<file path="config.mk">
export PLATFORM = sky130hd
export DESIGN_NAME = jlsync_ctrl
export DESIGN_NICKNAME = d
export VERILOG_FILES = /design/src/hw/jlsync_pkg.sv /design/src/hw/jlsync_ctrl.sv
export VERILOG_INCLUDE_DIRS = /design/src /design/src/hw
export SDC_FILE = /design/constraint.sdc
export NUM_CORES = 1
export LEC_CHECK = 0
export BUFFER_PORTS_ARGS = -buffer_cell sky130_fd_sc_hd__buf_4
export CORE_MARGIN = 1
export CORE_UTILIZATION = 40
export CTS_BUF_LIST = sky130_fd_sc_hd__clkbuf_4
export DETAILED_ROUTE_END_ITERATION = 16
export SYNTH_ARGS = -nofsm -noshare
export SYNTH_HDL_FRONTEND = slang
export SYNTH_SLANG_ARGS = --single-unit
export TNS_END_PERCENT = 20
</file>
<file path="constraint.sdc">
create_clock -name i_clk_sys -period 4 [get_ports i_clk_sys]
set_clock_uncertainty 0.1 [all_clocks]
set_input_delay 0.6 -clock i_clk_sys [delete_from_list [all_inputs] [get_ports i_clk_sys]]
set_output_delay 0.6 -clock i_clk_sys [all_outputs]
set_load 0.005 [all_outputs]
</file>
<file path="src/hw/jlsync_defines.svh">
`ifndef JLSYNC_DEFINES_SVH
`define JLSYNC_DEFINES_SVH

// =====================================================================
// Source selection and encoding codes
`define JLSYNC_SRC_SINGLE   1'h0
`define JLSYNC_SRC_TSTAMP   1'h1
`define JLSYNC_ENC_8B10B    1'h0
`define JLSYNC_ENC_64B66B   1'h1

// =====================================================================
// Synchroniser depth and reset level of the sync request (idle high)
`define JLSYNC_SYNC_STAGES  3
`define JLSYNC_SYNC_RST     1'h1
`define JLSYNC_SREF_RST     1'h0

`endif

</file>
<file path="src/hw/jlsync_pkg.sv">
package jlsync_pkg;

  typedef enum logic [1:0]
  {
    JLSYNC_ST_IDLE = 2'b00,
    JLSYNC_ST_CGS  = 2'b01,
    JLSYNC_ST_WAIT = 2'b10,
    JLSYNC_ST_ILAS = 2'b11
  } jlsync_state_t;

  typedef struct packed
  {
    logic cgs_active;
    logic ilas_start;
    logic ilas_active;
    logic nco_sync_pulse;
  } jlsync_status_t;

endpackage

</file>
<file path="src/hw/jlsync_ctrl.sv">
`timescale 1ns/100ps
`include "jlsync_defines.svh"
// Overview of operation
// In 8B/10B mode with source select 0 the active-low single-ended sync pin starts link initialisation.
// A low sync level in 8B/10B mode starts code group synchronisation on the lanes.
// The initial lane alignment sequence starts only once sync returns high after code group sync.
// In 64B/66B mode sync never initialises the link and only yields an oscillator sync trigger.
// With source select 1 the sync request comes from the differential timestamp pair.
// Lane alignment starts are aligned to a sysref rising edge for deterministic latency.
// The selected sync source passes a three-flop synchroniser before its level is used.
module jlsync_ctrl
  import jlsync_pkg::*;
#(
  // Synchroniser depth; the agreement filter needs at least three stages
  parameter int SYNC_STAGES = `JLSYNC_SYNC_STAGES
)
(
  // Clock and reset
  input  wire logic           i_clk_sys,
  input  wire logic           i_nrst,
  // Configuration
  input  wire logic           i_sync_src_sel,
  input  wire logic           i_enc_mode,
  // Pins
  input  wire logic           i_single_ended_link_sync_input_n,
  input  wire logic           i_timestamp_diff_pair,
  input  wire logic           i_sysref,
  // Lane control
  input  wire logic           i_cgs_done,
  output jlsync_status_t      o_status,
  output jlsync_state_t       o_state
);

  // =====================================================================
  // Elaboration checks
  // The filter compares the last two stages behind a capture stage
  generate
    if (SYNC_STAGES < 3)
    begin : g_depth_check
      $error("SYNC_STAGES must be at least 3");
    end
  endgenerate

  // =====================================================================
  // Helper functions

  // Level after the agreement filter: follows the last stage only when the one before matches
  function automatic logic settle_level
  (
    input logic stage_mid,
    input logic stage_last,
    input logic held
  );
    settle_level = (stage_mid == stage_last) ? stage_last : held;
  endfunction

  // Rising edge of a filtered level
  function automatic logic rise_of
  (
    input logic prev,
    input logic curr
  );
    rise_of = curr & ~prev;
  endfunction

  // Falling edge of a filtered level
  function automatic logic fall_of
  (
    input logic prev,
    input logic curr
  );
    fall_of = prev & ~curr;
  endfunction

  // =====================================================================
  // Source selection and synchronisers
  logic                       sync_raw;
  logic [SYNC_STAGES-1:0]     sync_reg;
  logic [SYNC_STAGES-1:0]     sync_next;
  logic [SYNC_STAGES-1:0]     sref_reg;
  logic [SYNC_STAGES-1:0]     sref_next;
  logic                       sync_lvl_reg;
  logic                       sync_lvl_next;
  logic                       sref_lvl_reg;
  logic                       sref_lvl_next;

  // Source select mux
  always_comb
  begin
    sync_raw = (i_sync_src_sel == `JLSYNC_SRC_TSTAMP) ? i_timestamp_diff_pair
                                                       : i_single_ended_link_sync_input_n;
  end

  // Sync filter: shift, then move the level once two stages agree
  always_comb
  begin
    sync_next     = {sync_reg[SYNC_STAGES-2:0], sync_raw};
    sync_lvl_next = settle_level(sync_reg[SYNC_STAGES-2], sync_reg[SYNC_STAGES-1], sync_lvl_reg);
  end

  // Idle level high, so reset never looks like a request
  always_ff @(posedge i_clk_sys)
  begin
    if (!i_nrst)
    begin
      sync_reg     <= {SYNC_STAGES{`JLSYNC_SYNC_RST}};
      sync_lvl_reg <= `JLSYNC_SYNC_RST;
    end
    else
    begin
      sync_reg     <= sync_next;
      sync_lvl_reg <= sync_lvl_next;
    end
  end

  // Sysref filter, same depth so both references see equal latency
  always_comb
  begin
    sref_next     = {sref_reg[SYNC_STAGES-2:0], i_sysref};
    sref_lvl_next = settle_level(sref_reg[SYNC_STAGES-2], sref_reg[SYNC_STAGES-1], sref_lvl_reg);
  end

  always_ff @(posedge i_clk_sys)
  begin
    if (!i_nrst)
    begin
      sref_reg     <= {SYNC_STAGES{`JLSYNC_SREF_RST}};
      sref_lvl_reg <= `JLSYNC_SREF_RST;
    end
    else
    begin
      sref_reg     <= sref_next;
      sref_lvl_reg <= sref_lvl_next;
    end
  end

  // =====================================================================
  // Edge detection on the filtered levels
  logic                       sync_prev_reg;
  logic                       sync_prev_next;
  logic                       sref_prev_reg;
  logic                       sref_prev_next;
  logic                       sref_edge;
  logic                       sync_fall;

  always_comb
  begin
    sync_prev_next = sync_lvl_reg;
    sref_prev_next = sref_lvl_reg;
    sref_edge      = rise_of(sref_prev_reg, sref_lvl_reg);
    sync_fall      = fall_of(sync_prev_reg, sync_lvl_reg);
  end

  // Reset to idle levels so no false edge follows reset
  always_ff @(posedge i_clk_sys)
  begin
    if (!i_nrst)
    begin
      sync_prev_reg <= `JLSYNC_SYNC_RST;
      sref_prev_reg <= `JLSYNC_SREF_RST;
    end
    else
    begin
      sync_prev_reg <= sync_prev_next;
      sref_prev_reg <= sref_prev_next;
    end
  end

  // =====================================================================
  // Link initialisation sequencer
  jlsync_state_t              state_reg;
  jlsync_state_t              state_next;
  jlsync_status_t             status_reg;
  jlsync_status_t             status_next;
  logic                       is_8b10b;

  always_comb
  begin
    is_8b10b    = (i_enc_mode == `JLSYNC_ENC_8B10B);
    state_next  = state_reg;
    status_next = '0;
    unique case (state_reg)
      JLSYNC_ST_IDLE:
      begin
        // Low level requests sync
        if (is_8b10b && !sync_lvl_reg)
          state_next = JLSYNC_ST_CGS;
      end
      JLSYNC_ST_CGS:
      begin
        // Wait for release after sync
        if (sync_lvl_reg && i_cgs_done)
          state_next = JLSYNC_ST_WAIT;
      end
      JLSYNC_ST_WAIT:
      begin
        // Align to sysref edge
        if (!sync_lvl_reg)
          state_next = JLSYNC_ST_CGS;
        else if (sref_edge)
        begin
          state_next             = JLSYNC_ST_ILAS;
          status_next.ilas_start = 1'b1;
        end
      end
      JLSYNC_ST_ILAS:
      begin
        if (!sync_lvl_reg)
          state_next = JLSYNC_ST_CGS;
      end
    endcase
    // 64B/66B ignores sync for init
    if (!is_8b10b)
    begin
      state_next             = JLSYNC_ST_IDLE;
      status_next.ilas_start = 1'b0;
      status_next.nco_sync_pulse = sync_fall;
    end
    status_next.cgs_active  = (state_next == JLSYNC_ST_CGS) || (state_next == JLSYNC_ST_WAIT);
    status_next.ilas_active = (state_next == JLSYNC_ST_ILAS);
  end

  always_ff @(posedge i_clk_sys)
  begin
    if (!i_nrst)
    begin
      state_reg     <= JLSYNC_ST_IDLE;
      status_reg    <= '0;
    end
    else
    begin
      state_reg     <= state_next;
      status_reg    <= status_next;
    end
  end

  assign o_status = status_reg;
  assign o_state  = state_reg;

endmodule // jlsync_ctrl

</file>
==> metrics.yaml, run 1 <==
pwr:
  power-per-cell-area_nw_per_um2: 380.6
  vdd_drop_max_mv: 0.2109
  cellLeakagePower_nw: 0.2847
  total_power_mw: 0.2519
cells_and_area:
  largest_reg_flops: 4
  nets: 74
  n_antenna_cell: 0
  drive_above_1_share_pct: 26.98
  syn_to_final_growth_pct: 25.36
global_route:
  grt.total_usage_pct: 14.39
  grt_max_degree: 14
  grt_pass1_wl_mm: 1.407
  grt_pass1_vias: 344
  grt.overflow.total: 0
  antenna_found_initial: 0
critical_path:
  end_kind: "primary output"
  cp_data_arrival_time_ns: 0.80
  crit_cells: 1
  path_class: "flop to primary output"
  critPathMaxFanout: 5
  worst-path-buf-inv: 1
  path_cells: "buf_4"
  start_kind: "flop"
  critPathTopFamily: "flip-flops"
  reg2reg_depth: 4
  r2r_slack_ns: 2.53
  slowest_delay_ns: 0.39
  cp_data_required_time_ns: 3.30
  crit_slowest_cell: "dfxtp_1"
logic_synthesis:
  async_flop_share_pct: 0
  ys_seq_area_share_pct: 60.66
  synthTopCellsByCount: "dfxtp_1, and2_1, a21oi_1, nand2_1, nand2b_1"
  synth_fp_nets: 57
  syn-instance-count: 48
  synth_edf_count: 0
  netlist_area_um2: 528.0
  ys_types: 20
  yosys_register_bits: 16
  yosysMostFrequentCell: "dfxtp_1"
  avgSynthCellArea_um2: 11.00
  synth_top_area_share_pct: 60.66
  synthFlopType: "dfxtp_1"
  ys_top_cells_by_area: "dfxtp_1, and2_1, nand2b_1, a21oi_1, a2111oi_2"
  yosys.area.top_type: "dfxtp_1"
  synth_warnings: 0
run:
  cap_violations: 0
clock_tree:
  cts_made_buffers: 3
  post-cts-setup-buffers: 0
  cts_tree: "yes"
  numClockSinks: 16
  ctsHoldBuffers: 0
  worstSkewPairLatency_ns: 0.27
  post_cts_resized: 0
  clk_pin_slew_ns: 0.08
  clockBufferDepth: 2
  clk_root_buffer_cell: "clkbuf_4"
  htree_levels: 1
drt:
  wire_per_inst_um: 10.79
  wl_um: 831
  post-route-drc-count: 0
  met2_length_um: 400
  top_layer: "met3"
  vias: 381
  post_drt_via_cell_ratio: 4.948
  wl_met3_um: 60
  dr.pass1.iters: 4
  initialDrtViolationCount: 6
  ant_nets: 0
  met1_length_um: 370
timing:
  fin_setup_tns_ns: 0
  slew_viol_final: 0
  min_period_ns: 1.500
  rsz0062_at_grt: "false"
  setup_violations: 0
  finalCritPeriodShare_pct: 37.49
  finalHoldViolCount: 0
  worstMarginPinSlew_ns: 0.2614
  fmax_mhz: 666.8
  slew_headroom_pct: 82.54
placed_design:
  place_hpwl_um: 625.8
  gp_congestion: 0.6453
  numPortBuffers: 13
status:
  status: "complete, no violations"
die:
  row_count: 12
  die_w_um: 38.33
  die_y_um: 38.33
  ios: 14
  start_util_pct: 45.09
  die_area_um2: 1469
  core_um2: 1171
worst_hold_path:
  hold_depth: 1
  worstHoldPathType: "flop to flop"
==> power breakdown <==
group / internal, mW / switching, mW / total, mW / leakage [nW]
logic: 0.00687 / 0.00518 / 0.0120 / 0.141
clock network: 0.0349 / 0.0420 / 0.0769 / 0.0138
registers: 0.162 / 0.00104 / 0.163 / 0.130
==> stage by stage <==
step | area (um2) | setup slack, ns | std cells | utilization (%) | hold WS, ns
after global routing | 661.9 | 2.434 | 77 | 56.52 | 0.3305
after CTS | 661.9 | 2.492 | 77 | 56.52 | 0.3261
after detailed placement | 639.4 | 2.249 | 74 | 54.59 | 0.3002
after floorplan | 528.0 | 2.421 | 48 | - | 0.2863
final | 661.9 | 2.500 | 77 | 56.52 | 0.3178
after global placement | 639.4 | 2.273 | 74 | 54.59 | 0.2949
==> final timing paths <==
check | from | end
worst max-delay path | o_state[1] | o_state[1]
worst max register to register | sync_lvl_reg | o_status[3]
worst min register to register | sync_reg[0] | sync_reg[1]
worst min-delay path | sync_reg[0] | sync_reg[1]
==> logic make-up after synthesis <==
family          after synthesis  share of synthesized area, %
compound gates                7                         9.004
flops                        16                         60.66
simple gates                 21                         24.65
fa+ha+maj                     1                         2.369
mux                           1                         1.896
buf+inv                       2                         1.420
==> layout by cell type (no fill, tap or decap), drive strengths merged <==
master and count:
mux2i 1, ha 1, a211oi 1, buf 13
nor2b 1, and2 6, nor4b 1, clkbuf 3
a21oi 3, nand3b 1, o21ai 2, dfxtp 16
nor3b 1, and3b 1, nand2 3, and3 1
a2111oi 1, nor2 2, inv 1, nand2b 3
nor4bb 1
==> routing by layer <==
| layer | track usage [%] | vias up |
|---|---|---|
| met1 | 17.03 | 174 |
| li1 | - | 192 |
| met2 | 22.03 | 15 |
| met3 | 4.070 | 0 |
| met5 | 0 | - |
| met4 | 10.34 | 0 |
==> final cells by class <==
cell class	instances	area, um2
sequential	16	320.3
fill	107	509.2
inverter	1	3.754
multi-input combinational	30	200.2
timing repair buffer	13	97.59
tap	14	17.52
clock buffer	3	22.52
(Power assumes the default switching activity.)
==> inputs of run 2 (changes only) <==
Settings changed: ABC_AREA set to 1.
Clock period 4 ns to 1.4 ns, I/O delays scaled along.
==> run 2 against run 1 <==
Compared with the run above:
- non-clock buffer count rose by 1
- final area rose by 4.2%
- count of clock-buffer cells in the layout did not move
- setup slack got worse by 2.3 ns
- critical path depth rose by 7
- utilization rose by 1.6 points
- first-iteration DRC count rose by 120%
- global-route usage barely moved
- synthesized area rose by 4.0%
- hold slack got worse by 0.31 ns
- highest routed layer is now met4
==> metrics.yaml, run 2 <==
status:
  status: "complete, no violations"
logic_synthesis:
  yosys.area.top_type: "dfxtp_1"
  synth_fp_nets: 74  # +30%
  netlist_area_um2: 549.3  # +4.0%
  synth_top_area_share_pct: 58.31  # -2.3 points
  async_flop_share_pct: 0  # unchanged
  synth_edf_count: 0  # unchanged
  ys_top_cells_by_area: "dfxtp_1, nand2_1, inv_1, nor2_1, ha_1"
  avgSynthCellArea_um2: 8.450  # -23%
  yosysMostFrequentCell: "dfxtp_1"
  syn-instance-count: 65  # +35%
  ys_types: 16  # -20%
  yosys_register_bits: 16  # unchanged
  synthTopCellsByCount: "dfxtp_1, nand2_1, inv_1"
  ys_seq_area_share_pct: 58.31  # -2.3 points
  synth_warnings: 0  # unchanged
  synthFlopType: "dfxtp_1"
critical_path:
  worst-path-buf-inv: 3  # +2
  reg2reg_depth: 8  # +4
  slowest_delay_ns: 0.37  # -0.02 ns
  critPathMaxFanout: 4  # -1
  crit_slowest_cell: "dfxtp_2"
  regToRegStartpoint: "o_state[0]"
  end_kind: "flop"
  r2r_slack_ns: 0.16  # -2.37 ns
  critPathTopFamily: "flip-flops"
  cp_data_required_time_ns: 1.48  # -1.82 ns
  path_cells: "nand2_1 -> inv_1 -> nand2_1 -> nand3_2 -> inv_1 -> ha_1 -> nand2_1 -> inv_1"
  cp_data_arrival_time_ns: 1.32  # +0.52 ns
  start_kind: "flop"
  path_class: "flop to flop"
  r2r-end: "o_status[3]"
drt:
  ant_nets: 0  # unchanged
  post-route-drc-count: 0  # unchanged
  vias: 432  # +13%
  post_drt_via_cell_ratio: 4.547  # -8.1%
  initialDrtViolationCount: 13  # +7
  wl_um: 843  # +1.4%
  wire_per_inst_um: 8.874  # -18%
  dr.pass1.iters: 4  # unchanged
die:
  row_count: 12  # unchanged
  core_um2: 1186  # +1.3%
  die_y_um: 39.06  # +1.9%
  ios: 14  # unchanged
  die_area_um2: 1525  # +3.8%
  die_w_um: 39.06  # +1.9%
  start_util_pct: 46.31  # +1.2 points
cells_and_area:
  nets: 92  # +24%
  fill_cells: 104  # -2.8%
  mostFrequentLayoutCells: "dfxtp_1, nand2_1, buf_4"
  multi_input_area_um2: 166.4  # -17%
  drive_above_1_share_pct: 28.40  # +1.4 points
  n_antenna_cell: 0  # unchanged
  syn_to_final_growth_pct: 25.51
  largest_reg_flops: 4  # unchanged
  final_cells: 95  # +23%
  layout_commonest_cell: "dfxtp_1"
  register_area_um2: 321.6  # +0.39%
timing:
  setup_violations: 0  # unchanged
  hold_ws_ns: 0.009443  # -0.3084 ns
  worstMarginPinSlew_ns: 0.1770  # -0.08436 ns
  rsz0062_at_grt: "false"
  slew_viol_final: 0  # unchanged
  min_period_ns: 1.239
  fin_setup_tns_ns: 0  # unchanged
  fmax_mhz: 807.1
  finalHoldViolCount: 0  # unchanged
  finalCritPeriodShare_pct: 88.50
  slew_headroom_pct: 88.18  # +5.6 points
worst_hold_path:
  hold_path_end: "sref_reg[0]"
  worstHoldPathType: "input pin to flop"
  hold_start: "i_sysref"
  hold_depth: 3  # +2
clock_tree:
  ctsHoldBuffers: 0  # unchanged
  clk_root_buffer_cell: "clkbuf_4"
  numClockSinks: 16  # unchanged
  post_cts_resized: 0  # unchanged
  htree_levels: 1  # unchanged
  cts_tree: "yes"
  clk_pin_slew_ns: 0.09  # about the same
  post-cts-setup-buffers: 0  # unchanged
  worstSkewPairLatency_ns: 0.28  # about the same
  cts_made_buffers: 3  # unchanged
  clockBufferDepth: 2  # unchanged
pwr:
  power-per-cell-area_nw_per_um2: 1054  # +180%
  cellLeakagePower_nw: 0.4007  # +41%
  total_power_mw: 0.7266  # +190%
  vdd_drop_max_mv: 0.5227  # +150%
global_route:
  grt_pass1_wl_mm: 1.428  # +1.5%
  grt_max_degree: 13  # -1
  antenna_found_initial: 0  # unchanged
  grt.total_usage_pct: 14.41  # +0.016 points
  grt.overflow.total: 0  # unchanged
  grt_pass1_vias: 348  # +1.2%
placed_design:
  place_hpwl_um: 612.7  # -2.1%
  gp_congestion: 0.6279  # -2.7%
  numPortBuffers: 13  # unchanged
  place.detailed.instances: 92  # +24%
run:
  cap_violations: 0  # unchanged
## run 2: metal layers
| metal | vias up | GRT usage [%] | part of all wire [%] |
|---|---|---|---|
| met2 | 13 | 19.17 | 45 |
| met4 | 0 | 10.34 | 0.47 |
| met5 | - | 0 | 0 |
| li1 | 227 | - | - |
| met3 | 2 | 4.046 | 6.4 |
| met1 | 190 | 19.37 | 48 |
## run 2: layout make-up
class	instances	area share, %
sequential	16	46.64
tap	14	2.541
timing repair buffer	14	15.25
inverter	15	8.167
multi-input combinational	33	24.14
clock buffer	3	3.267
## run 2: worst max path at each step
stage	start	to	slack, ns	cells past startpoint
6_report	o_state[0]	o_status[3]	0.16	8
5_1_grt	o_state[0]	o_status[3]	0.04	8
4_1_cts	o_state[0]	o_status[3]	0.08	8
3_5_place_dp	o_state[0]	o_status[3]	0.1	8
3_3_place_gp	o_state[0]	o_status[3]	0.12	8
2_1_floorplan	sync_lvl_reg	o_status[3]	0.16	8
## run 2: logic make-up (layout without fill, tap and decap cells)
logic type               count (synthesis)  count (layout)  synth area share, %
AND/OR/NAND/NOR                         26              26                20.73
adder cells (fa/ha/maj)                  1               1                2.278
AO/OA/AOI/OAI                            6               6                6.379
buffers and inverters                   16              32                12.30
flip-flops                              16              16                58.31
## run 2: tightest hold or removal path, stage by stage
cell,delay (ns)
buf_4,0.07
nand2_1,0.04
inv_1,0.04
## run 2: metrics by stage
| stage | worst slack (ns) | util, % | instance area (um2) |
|---|---|---|---|
| 2_1_floorplan | 0.1639 | - | 549.3 |
| 3_3_place_gp | 0.1168 | 55.70 | 660.6 |
| 3_5_place_dp | 0.09986 | 55.70 | 660.6 |
| 4_1_cts | 0.08318 | 57.59 | 683.2 |
| 5_1_grt | 0.03617 | 58.12 | 689.4 |
| 6_report | 0.1611 | 58.12 | 689.4 |
## run 2: where the power goes
| part | internal [mW] | switching (mW) |
|---|---|---|
| combinational | 0.0187 | 0.0169 |
| sequential | 0.463 | 0.00267 |
| clock | 0.0996 | 0.126 |
==> inputs of run 3 (changes only) <==
Settings changed: PLACE_DENSITY set to 0.65.
==> run 3 against run 2 <==
Compared with the run above:
- clock power increased by 4%
- maximum frequency decreased by 4.5%
- sequential cell count unchanged
- power increased by 1.2%
- largest cell class unchanged
- highest routed layer is now met3
==> metrics.yaml, run 3 (synthesis results as in run 2) <==
status:
  status: "complete, no violations"
drt:
  dr.pass1.iters: 4  # unchanged
  ant_nets: 0  # unchanged
  wire_per_inst_um: 9.589  # +8.1%
  post-route-drc-count: 0  # unchanged
  vias: 423  # -2.1%
  wl_um: 911  # +8.1%
  post_drt_via_cell_ratio: 4.453  # -2.1%
  initialDrtViolationCount: 3  # -10
cells_and_area:
  fill_cells: 116  # +12%
  layout_commonest_cell: "dfxtp_1"
  multi_input_area_um2: 161.4  # -3.0%
  final_cell_area_um2: 683.2  # -0.91%
  drive_above_1_share_pct: 25.93  # -2.5 points
  nets: 92  # unchanged
  register_area_um2: 320.3  # -0.39%
  n_antenna_cell: 0  # unchanged
  largest_reg_flops: 4  # unchanged
  syn_to_final_growth_pct: 24.37
  mostFrequentLayoutCells: "dfxtp_1, nand2_1, buf_4"
critical_path:
  cp_data_arrival_time_ns: 1.38  # +0.06 ns
  critPathMaxFanout: 4  # unchanged
  path_class: "flop to flop"
  cp_data_required_time_ns: 1.49  # about the same
  start_kind: "flop"
  end_kind: "flop"
placed_design:
  numPortBuffers: 13  # unchanged
  gp_congestion: 0.6435  # +2.5%
  place_hpwl_um: 624.6  # +1.9%
  place_area_um2: 660.6  # unchanged
clock_tree:
  clk_pin_slew_ns: 0.09  # about the same
  post_cts_resized: 0  # unchanged
  clk_root_buffer_cell: "clkbuf_4"
  cts_tree: "yes"
  cts_made_buffers: 3  # unchanged
  ctsHoldBuffers: 0  # unchanged
  numClockSinks: 16  # unchanged
  worstSkewPairLatency_ns: 0.28  # about the same
  clockBufferDepth: 2  # unchanged
  post-cts-setup-buffers: 0  # unchanged
  htree_levels: 1  # unchanged
global_route:
  grt.overflow.total: 0  # unchanged
  antenna_found_initial: 0  # unchanged
  grt_pass1_wl_mm: 1.524  # +6.7%
  grt_max_degree: 13  # unchanged
  grt.total_usage_pct: 15.61  # +1.2 points
  grt_pass1_vias: 367  # +5.5%
die:
  start_util_pct: 46.31  # unchanged
  row_count: 12  # unchanged
  die_area_um2: 1525  # unchanged
  die_y_um: 39.06  # unchanged
  die_w_um: 39.06  # unchanged
  ios: 14  # unchanged
  core_um2: 1186  # unchanged
pwr:
  power-per-cell-area_nw_per_um2: 1076  # +2.1%
  vdd_drop_max_mv: 0.7248  # +39%
  cellLeakagePower_nw: 0.3999  # -0.20%
timing:
  finalHoldViolCount: 0  # unchanged
  worstMarginPinSlew_ns: 0.1892  # +0.01212 ns
  slew_headroom_pct: 87.37  # -0.81 points
  rsz0062_at_grt: "false"
  setup_violations: 0  # unchanged
  min_period_ns: 1.298  # +0.05867 ns
  fin_setup_tns_ns: 0  # unchanged
  slew_viol_final: 0  # unchanged
  fmax_mhz: 770.6  # -4.5%
  finalCritPeriodShare_pct: 92.69  # +4.2 points
worst_hold_path:
  worstHoldPathType: "input pin to flop"
run:
  cap_violations: 0  # unchanged
==> run 3: changes by cell type in the layout (fill, tap and decap cells not counted) <==
cell / delta
dfxtp_2: -1
dfxtp_1: +1
nand3_2: -1
nand3_1: +1
==> run 3: layout make-up <==
cell class	instances	area share, %
multi-input combinational	33	23.63
timing repair buffer	14	15.38
tap	14	2.564
clock buffer	3	3.297
inverter	15	8.242
sequential	16	46.89
==> run 3: worst paths after layout <==
path	from	endpoint	slack, ns	cells after the start
worst max-delay path	o_state[0]	o_status[3]	0.10	8
worst min-delay path	i_sysref	sref_reg[0]	0.009	3
worst max register to register	o_state[0]	o_status[3]	0.10	8
worst min register to register	sync_reg[0]	sync_reg[1]	0.32	1
==> run 3: routing by layer <==
metal  GRT usage, %  share of wire [%]  routed length, um
met1          16.20                 49                448
met2          25.83                 43                392
met3          9.249                7.7                 70
met4          5.172                  0                  0
met5              0                  0                  0
==> run 3: per-stage QoR <==
step / setup slack [ns] / hold slack [ns] / util, % / total power, mW / std cells
floorplan: 0.1639 / 0.2076 / - / 0.4947 / 65
global placement: 0.1325 / 0.2905 / 55.70 / 0.5113 / 92
detailed placement: 0.1150 / 0.2988 / 55.70 / 0.5121 / 92
CTS: 0.1012 / 0.003978 / 57.59 / 0.7396 / 95
global route: 0.009525 / 0.002473 / 57.59 / 0.7692 / 95
finish: 0.1024 / 0.009129 / 57.59 / 0.7352 / 95
==> run 3: report_power, final <==
part | switching, mW | internal (mW) | leakage [nW]
registers | 0.00258 | 0.463 | 0.130
clock network | 0.134 | 0.0997 | 0.0138
logic | 0.0168 | 0.0187 | 0.256
total | 0.154 | 0.581 | 0.400
==> run 3: critical path, stage by stage, from the launching register on <==
cell	delay, ns
dfxtp_1	0.39
nand2_1	0.06
inv_1	0.07
nand2_1	0.05
nand3_1	0.11
inv_1	0.05
ha_1	0.28
nand2_1	0.06
inv_1	0.03
